[src/isc_pkg.sv]
/*
  Constants for the interrupt status collector: register offsets, flag bit
  positions, reset values and the event vector layout.
  Assumes a single 250 MHz clock domain and a plain register port.
*/
// Behaviour
// - Status read returns flags, then clears all
// - Writes to status register are ignored
// - Flags set regardless of mask bits
// - Interrupt asserted while flag and mask both set
// - Bit 23 set while parity error seen
// - Bits 22/21/20 set on bus errors
// - Bit 16 rx status overflow, 10 tx underflow
// - Bit 15 is OR of bits 25..16
// - Bits 14/13/12 phy, wake, software request
// - Bit 11 set on statistics threshold
// - Bit 9 set when tx engine goes idle
// - Bit 8 set after failed tx writeback
package isc_pkg;

  // Register offsets (byte addresses)
  localparam logic [7:0]  ISC_STATUS_OFS   = 8'h10;   // Read-to-clear status
  localparam logic [7:0]  ISC_MASK_OFS     = 8'h14;   // Enable mask
  localparam logic [7:0]  ISC_CLEAR_OFS    = 8'h18;   // Write-one-to-clear status
  localparam logic [7:0]  ISC_CMD_OFS      = 8'h1c;   // Command, holds software request

  // Flag positions
  localparam int ISC_BIT_TX_RST    = 25;
  localparam int ISC_BIT_RX_RST    = 24;
  localparam int ISC_BIT_PARITY    = 23;
  localparam int ISC_BIT_SYSERR    = 22;
  localparam int ISC_BIT_MABORT    = 21;
  localparam int ISC_BIT_TABORT    = 20;
  localparam int ISC_BIT_RXSOVF    = 16;
  localparam int ISC_BIT_SUMMARY   = 15;
  localparam int ISC_BIT_PHY       = 14;
  localparam int ISC_BIT_WAKE      = 13;
  localparam int ISC_BIT_SWREQ     = 12;
  localparam int ISC_BIT_STATS     = 11;
  localparam int ISC_BIT_TX_FIFO_UNDERFLOW     = 10;
  localparam int ISC_BIT_TX_ENGINE_IDLE    = 9;
  localparam int ISC_BIT_TX_PACKET_FAILED     = 8;
  localparam int ISC_CMD_SWREQ_BIT = 7;   // Software request bit in command register

  // Implemented bits: 25..20, 16..0; 31..26 and 19..17 reserved
  localparam logic [31:0] ISC_VALID_MASK   = 32'h03f1ffff;
  localparam logic [31:0] ISC_HIGH_MASK    = 32'h03f10000;
  localparam logic [31:0] ISC_STATUS_RST   = 32'h03008000;
  localparam logic [31:0] ISC_MASK_RST     = 32'h00000000;
  localparam logic [31:0] ISC_ZERO         = 32'h00000000;

endpackage : isc_pkg

[src/isc_flag_bank.sv]
/*
  Sticky flag bank: each bit is set by its event, cleared by a clear vector.
  Assumes events and clears come from the same clock domain.
*/
`timescale 1ns/100ps
module isc_flag_bank #(
  parameter int               WIDTH = 32,
  parameter logic [WIDTH-1:0] RST   = '0
) (
  input  wire logic             clk,
  input  wire logic             srst,
  input  wire logic [WIDTH-1:0] set_vec,
  input  wire logic [WIDTH-1:0] clr_vec,
  output logic      [WIDTH-1:0] flags
);

  logic [WIDTH-1:0] flags_q;  // Sticky storage
  logic [WIDTH-1:0] flags_d;  // Next value

  // A set in the same cycle as a clear wins so no event is lost
  assign flags_d = (flags_q & ~clr_vec) | set_vec;
  assign flags   = flags_q;

  // Flag storage
  always_ff @(posedge clk) begin
    if (srst) begin
      flags_q <= RST;
    end else begin
      flags_q <= flags_d;
    end
  end

  initial begin
    if (WIDTH < 1) $error("isc_flag_bank: WIDTH must be positive");
  end

endmodule : isc_flag_bank

[src/isc_top.sv]
/*
  Interrupt status collector: latches engine, FIFO, bus, phy, wake,
  statistics and software events into a read-to-clear status register,
  gates them with an enable mask onto an active-low interrupt line.
  Assumes event inputs are synchronous single-cycle or level strobes from
  logic on clk; the parity level comes from the configuration block.
*/
// Local design decision: strobed register access.
`timescale 1ns/100ps
module isc_top
  import isc_pkg::*;
#(
  parameter int ADDR_W = 8
) (
  input  wire logic              clk,
  input  wire logic              srst,
  input  wire logic [ADDR_W-1:0] reg_addr,
  input  wire logic [31:0]       reg_wdata,
  input  wire logic              reg_wr,
  input  wire logic              reg_rd,
  output logic      [31:0]       reg_rdata,
  input  wire logic              tx_reset_done,
  input  wire logic              rx_reset_done,
  input  wire logic              parity_error_seen,
  input  wire logic              system_error_signaled,
  input  wire logic              master_abort_received,
  input  wire logic              target_abort_received,
  input  wire logic              rx_status_fifo_overflow,
  input  wire logic              phy_irq,
  input  wire logic              wake_event,
  input  wire logic              statistics_threshold,
  input  wire logic              tx_fifo_underflow,
  input  wire logic              tx_engine_busy,
  input  wire logic              tx_packet_failed,
  input  wire logic [7:0]        low_events,
  output logic                   irq_n
);

  // Status register read has a clearing side effect
  logic [31:0] status;        // Stored flags from the bank
  logic [31:0] status_view;   // Flags with summary bit applied
  logic [31:0] ev_set;        // Events setting flags this cycle
  logic [31:0] ev_clr;        // Clears from read or clear register
  logic [31:0] mask_q;        // Enable mask
  logic [31:0] mask_d;
  logic        swreq_q;       // Software request command bit
  logic        swreq_d;
  logic        busy_q;        // Previous tx engine busy level
  logic [31:0] rdata_q;
  logic [31:0] rdata_d;
  logic        irq_n_q;
  logic        irq_n_d;

  // Address decode
  wire sel_status = (reg_addr == ADDR_W'(ISC_STATUS_OFS));
  wire sel_mask   = (reg_addr == ADDR_W'(ISC_MASK_OFS));
  wire sel_clear  = (reg_addr == ADDR_W'(ISC_CLEAR_OFS));
  wire sel_cmd    = (reg_addr == ADDR_W'(ISC_CMD_OFS));

  // Tx engine idle edge: busy last cycle, not busy now
  wire tx_idle_edge = busy_q & ~tx_engine_busy;

  // Software request rising edge of the command bit
  wire sw_set = sel_cmd & reg_wr & reg_wdata[ISC_CMD_SWREQ_BIT] & ~swreq_q;

  // Event vector; mask is not consulted here
  always_comb begin
    ev_set                  = ISC_ZERO;
    ev_set[ISC_BIT_TX_RST]  = tx_reset_done;
    ev_set[ISC_BIT_RX_RST]  = rx_reset_done;
    ev_set[ISC_BIT_PARITY]  = parity_error_seen;
    ev_set[ISC_BIT_SYSERR]  = system_error_signaled;
    ev_set[ISC_BIT_MABORT]  = master_abort_received;
    ev_set[ISC_BIT_TABORT]  = target_abort_received;
    ev_set[ISC_BIT_RXSOVF]  = rx_status_fifo_overflow;
    ev_set[ISC_BIT_PHY]     = phy_irq;
    ev_set[ISC_BIT_WAKE]    = wake_event;
    ev_set[ISC_BIT_SWREQ]   = sw_set;
    ev_set[ISC_BIT_STATS]   = statistics_threshold;
    ev_set[ISC_BIT_TX_FIFO_UNDERFLOW]   = tx_fifo_underflow;
    ev_set[ISC_BIT_TX_ENGINE_IDLE]  = tx_idle_edge;
    // Caller pulses this only after the failed descriptor is written back
    ev_set[ISC_BIT_TX_PACKET_FAILED]   = tx_packet_failed;
    ev_set[7:0]             = low_events;
    ev_set                  = ev_set & ISC_VALID_MASK;
  end

  // Read of status clears all flags; writes there do nothing
  assign ev_clr = (sel_status & reg_rd) ? ISC_VALID_MASK :
                  (sel_clear & reg_wr) ? reg_wdata : ISC_ZERO;

  isc_flag_bank #(
    .WIDTH (32),
    .RST   (ISC_STATUS_RST)
  ) u_flags (
    .clk     (clk),
    .srst    (srst),
    .set_vec (ev_set),
    .clr_vec (ev_clr),
    .flags   (status)
  );

  // Summary bit follows the high flags combinationally
  always_comb begin
    status_view                  = status & ISC_VALID_MASK;
    status_view[ISC_BIT_SUMMARY] = |(status & ISC_HIGH_MASK);
  end

  // Mask register is plain read/write, reserved bits forced low
  assign mask_d  = (sel_mask & reg_wr) ? (reg_wdata & ISC_VALID_MASK) : mask_q;
  // Command bit stays as written; only its rising edge raises a flag
  assign swreq_d = (sel_cmd & reg_wr) ? reg_wdata[ISC_CMD_SWREQ_BIT] : swreq_q;

  // Read mux; unmapped addresses read zero
  assign rdata_d = ~reg_rd    ? ISC_ZERO :
                   sel_status ? status_view :
                   sel_mask   ? mask_q :
                   sel_cmd    ? {24'h000000, swreq_q, 7'h00} :
                   ISC_ZERO;

  // Interrupt uses the next flag state so it drops with the clearing read
  logic [31:0] next_view;
  always_comb begin
    next_view                  = ((status & ~ev_clr) | ev_set) & ISC_VALID_MASK;
    next_view[ISC_BIT_SUMMARY] = |(next_view & ISC_HIGH_MASK);
  end
  assign irq_n_d = ~|(next_view & mask_d & ISC_VALID_MASK);

  // Control and output registers
  always_ff @(posedge clk) begin
    if (srst) begin
      mask_q    <= ISC_MASK_RST;
      swreq_q   <= 1'b0;
      busy_q    <= 1'b0;
      rdata_q   <= ISC_ZERO;
      irq_n_q   <= 1'b1;
    end else begin
      mask_q    <= mask_d;
      swreq_q   <= swreq_d;
      busy_q    <= tx_engine_busy;
      rdata_q   <= rdata_d;
      irq_n_q   <= irq_n_d;
    end
  end

  assign reg_rdata = rdata_q;
  assign irq_n     = irq_n_q;

  initial begin
    if (ADDR_W < 5) $error("isc_top: ADDR_W too small for the register map");
  end

endmodule : isc_top

[config.mk]
export PLATFORM = sky130hd
export DESIGN_NAME = isc_top
export DESIGN_NICKNAME = d
export VERILOG_FILES = /design/src/isc_pkg.sv /design/src/isc_flag_bank.sv /design/src/isc_top.sv
export SDC_FILE = /design/constraint.sdc
export NUM_CORES = 1
export LEC_CHECK = 0
export BUFFER_PORTS_ARGS = -buffer_cell sky130_fd_sc_hd__clkbuf_2
export CAP_MARGIN = 20
export CELL_PAD_IN_SITES_DETAIL_PLACEMENT = 1
export CELL_PAD_IN_SITES_GLOBAL_PLACEMENT = 1
export CORE_MARGIN = 5
export CORE_UTILIZATION = 42
export DETAILED_ROUTE_END_ITERATION = 12
export HOLD_SLACK_MARGIN = 0.15
export PLACE_DENSITY_LB_ADDON = 0.1
export SLEW_MARGIN = 20
export SYNTH_ARGS = -nofsm -noshare
export SYNTH_HDL_FRONTEND = slang
export SYNTH_HIERARCHICAL = 1
export SYNTH_SLANG_ARGS = --single-unit
[constraint.sdc]
create_clock -name clk -period 5.48 [get_ports clk]
set_input_delay 0.822 -clock clk [delete_from_list [all_inputs] [get_ports clk]]
set_output_delay 0.822 -clock clk [all_outputs]
set_load 0.02 [all_outputs]
==> impl_results.md <==
- Status: finished, final reports clean
- Most common cell after layout, fill and taps aside: clkbuf_2
- Via density: between 5 and 6
- N_diodes: 0
- FF-to-FF path depth: 4
- Switching share of total power: around 26%
- First-pass GRT wire length: between 10000 and 15000 µm
- Period minus WS final: between 3 and 4 ns
- Leakage power: around 1.8 nW
- Post-CTS Setup Bufs: 0
- Worst hold stages: 2
- Antenna viol nets, final: 0
- TritonRoute pass-1 iters: 4
- Mapped Area: 3244 µm²
- Drc violations: 0
- Share of cells above drive strength 1: around a quarter
- Final hold viol count: 0
- Crit path DAT: 3.61 ns
- Flop pwr share: roughly 55%
- Die Span Y: ~100 µm
- Mapped Cells: 372
- Overflow after GRT: 0
- Number of global-route vias before repair: about 3000
- Num Clock Sinks: 71
- Post-DR wirelength/cell: between 15 and 20 µm
- Hold Buf Count CTS: 0
- CP Launch Type: input port
- Hpwl dp: between 6000 and 7000 µm
- Clock root buffer: clkbuf_8
- Syn avg cell area: between 8 and 9 µm²
- Nets@finish: 511
- Pin count of the biggest net entering global routing: 50
- Clk_lat worst skew: ~0.34 ns
- Num CTS Buffers: 9
- Multi-input logic area: approximately 1600 µm²
- CTS tree: done
- Kind of critical path: in -> reg
- Data required, critical path: ~5.8 ns
- Core ar.: between 7000 and 8000 µm²
- Post-Route WL: between 9000 and 10000 µm
- Most frequent cells in the layout: 79 x clkbuf_2, 71 x dfxtp_1, 49 x nor2_1, 46 x mux2i_1
- Synth warnings: 6
- Sequential cell area: approximately 1400 µm²
- Peak supply drop: roughly 0.13 mV
- Final setup viols: 0
- Starting Density: a little over two fifths
- CP max FO: 14
- Die area: about 9600 µm²
- All-layer global routing usage: between 10% and 20%
- I/O Pins: slightly below 100
- DR iter-0 viols: 67
- Clock slew at reported path FFs: approximately 0.080 ns
- Max-cap violations: 0
- Synth-to-Final Area Change: 17.97%
- Pwr/cell area: approximately 260 nW/µm²
- GPL Wtd Cong: roughly 0.8
- Setup TNS: 0 ns
- Crit path capture type: register
- Slew @ Worst Pin: 1.007 ns
- PortBufs: between 70 and 80
- H-Tree Depth: 3
- Antenna violations before repair: 0
- Fillers: ~960
- Final Skew: 0.006631 ns
- Combinational share of power: approximately 9.2%
- RSZ-0062 raised after global routing: no
- Quantity of gates resized following cts: 0
- Crit share post-route: approximately three fifths
- Die Width: a little under 100 µm
- Clock power frac: a little over a third
- HP Class: reg -> reg
- # rows: 32
- Slew Limit Fails: 0
- Psw: 0.2539 mW
- Internal power: slightly above 0.7 mW
- DR vias: about 2900
- Core Util, Final: 50.31%
- Max clock buf depth: 2
- Fmax: 299.8 MHz
- Slew HR: between 30 and 40%
- Worst Hold Slack: between 0.4 and 0.5 ns
## routing by layer
layer | share of wire [%] | global-route usage (%)
met1 | 48 | 25.10
met2 | 47 | 31.20
met3 | 3.8 | 3.643
met4 | 1.4 | 6.603
met5 | 0 | 0
## through the flow
step	power [mW]	instances	setup WS [ns]	cell area, µm²
floorplan	0.6006	380	2.700	3274
detailed placement	0.6374	537	1.806	3670
global placement	0.6351	537	1.838	3670
global route	1.027	553	2.000	3827
CTS	0.9901	553	2.142	3827
finish	0.9792	553	2.145	3827
## sequential cells by signal, indices dropped and copies added (netlist names)
register,count
reg_rdata,23
u_flags/flags,22
irq_n,1
swreq_q,1
busy_q,1
mask_q,23
## power by group through the flow
stage	clock network [mW]	logic [mW]	registers [mW]
after floorplan	0	0.0559	0.545
after global placement	0	0.0889	0.546
after detailed placement	0	0.0905	0.547
after CTS	0.364	0.0909	0.535
after global routing	0.391	0.0992	0.537
final	0.354	0.0904	0.535
## critical path, cell delays in order
cell and delay, ns:
clkbuf_2 0.11, or4b_4 0.58, nor3_4 0.79, buf_4 0.36
mux2i_1 0.26, o22ai_1 0.09, nor4_1 0.38, a41o_1 0.21
## cell type report
type,instances,share of cell area (%)
Timing Repair Buffer,87,11.90
Clock buffer,12,3.531
Sequential cell,71,37.14
Inverter,25,2.452
Multi-Input combinational cell,252,41.06
Clock inverter,4,0.5884
Tap cell,102,3.334
## worst paths after layout
kind | startpoint | slack [ns] | end
max | reg_addr[7] | 2.14 | irq_n
min | mask_q[15] | 0.48 | reg_rdata[15]
max reg2reg | u_flags/flags[16] | 3.92 | irq_n
min reg2reg | mask_q[15] | 0.48 | reg_rdata[15]
Note: power is estimated with default switching activity, not from simulation.
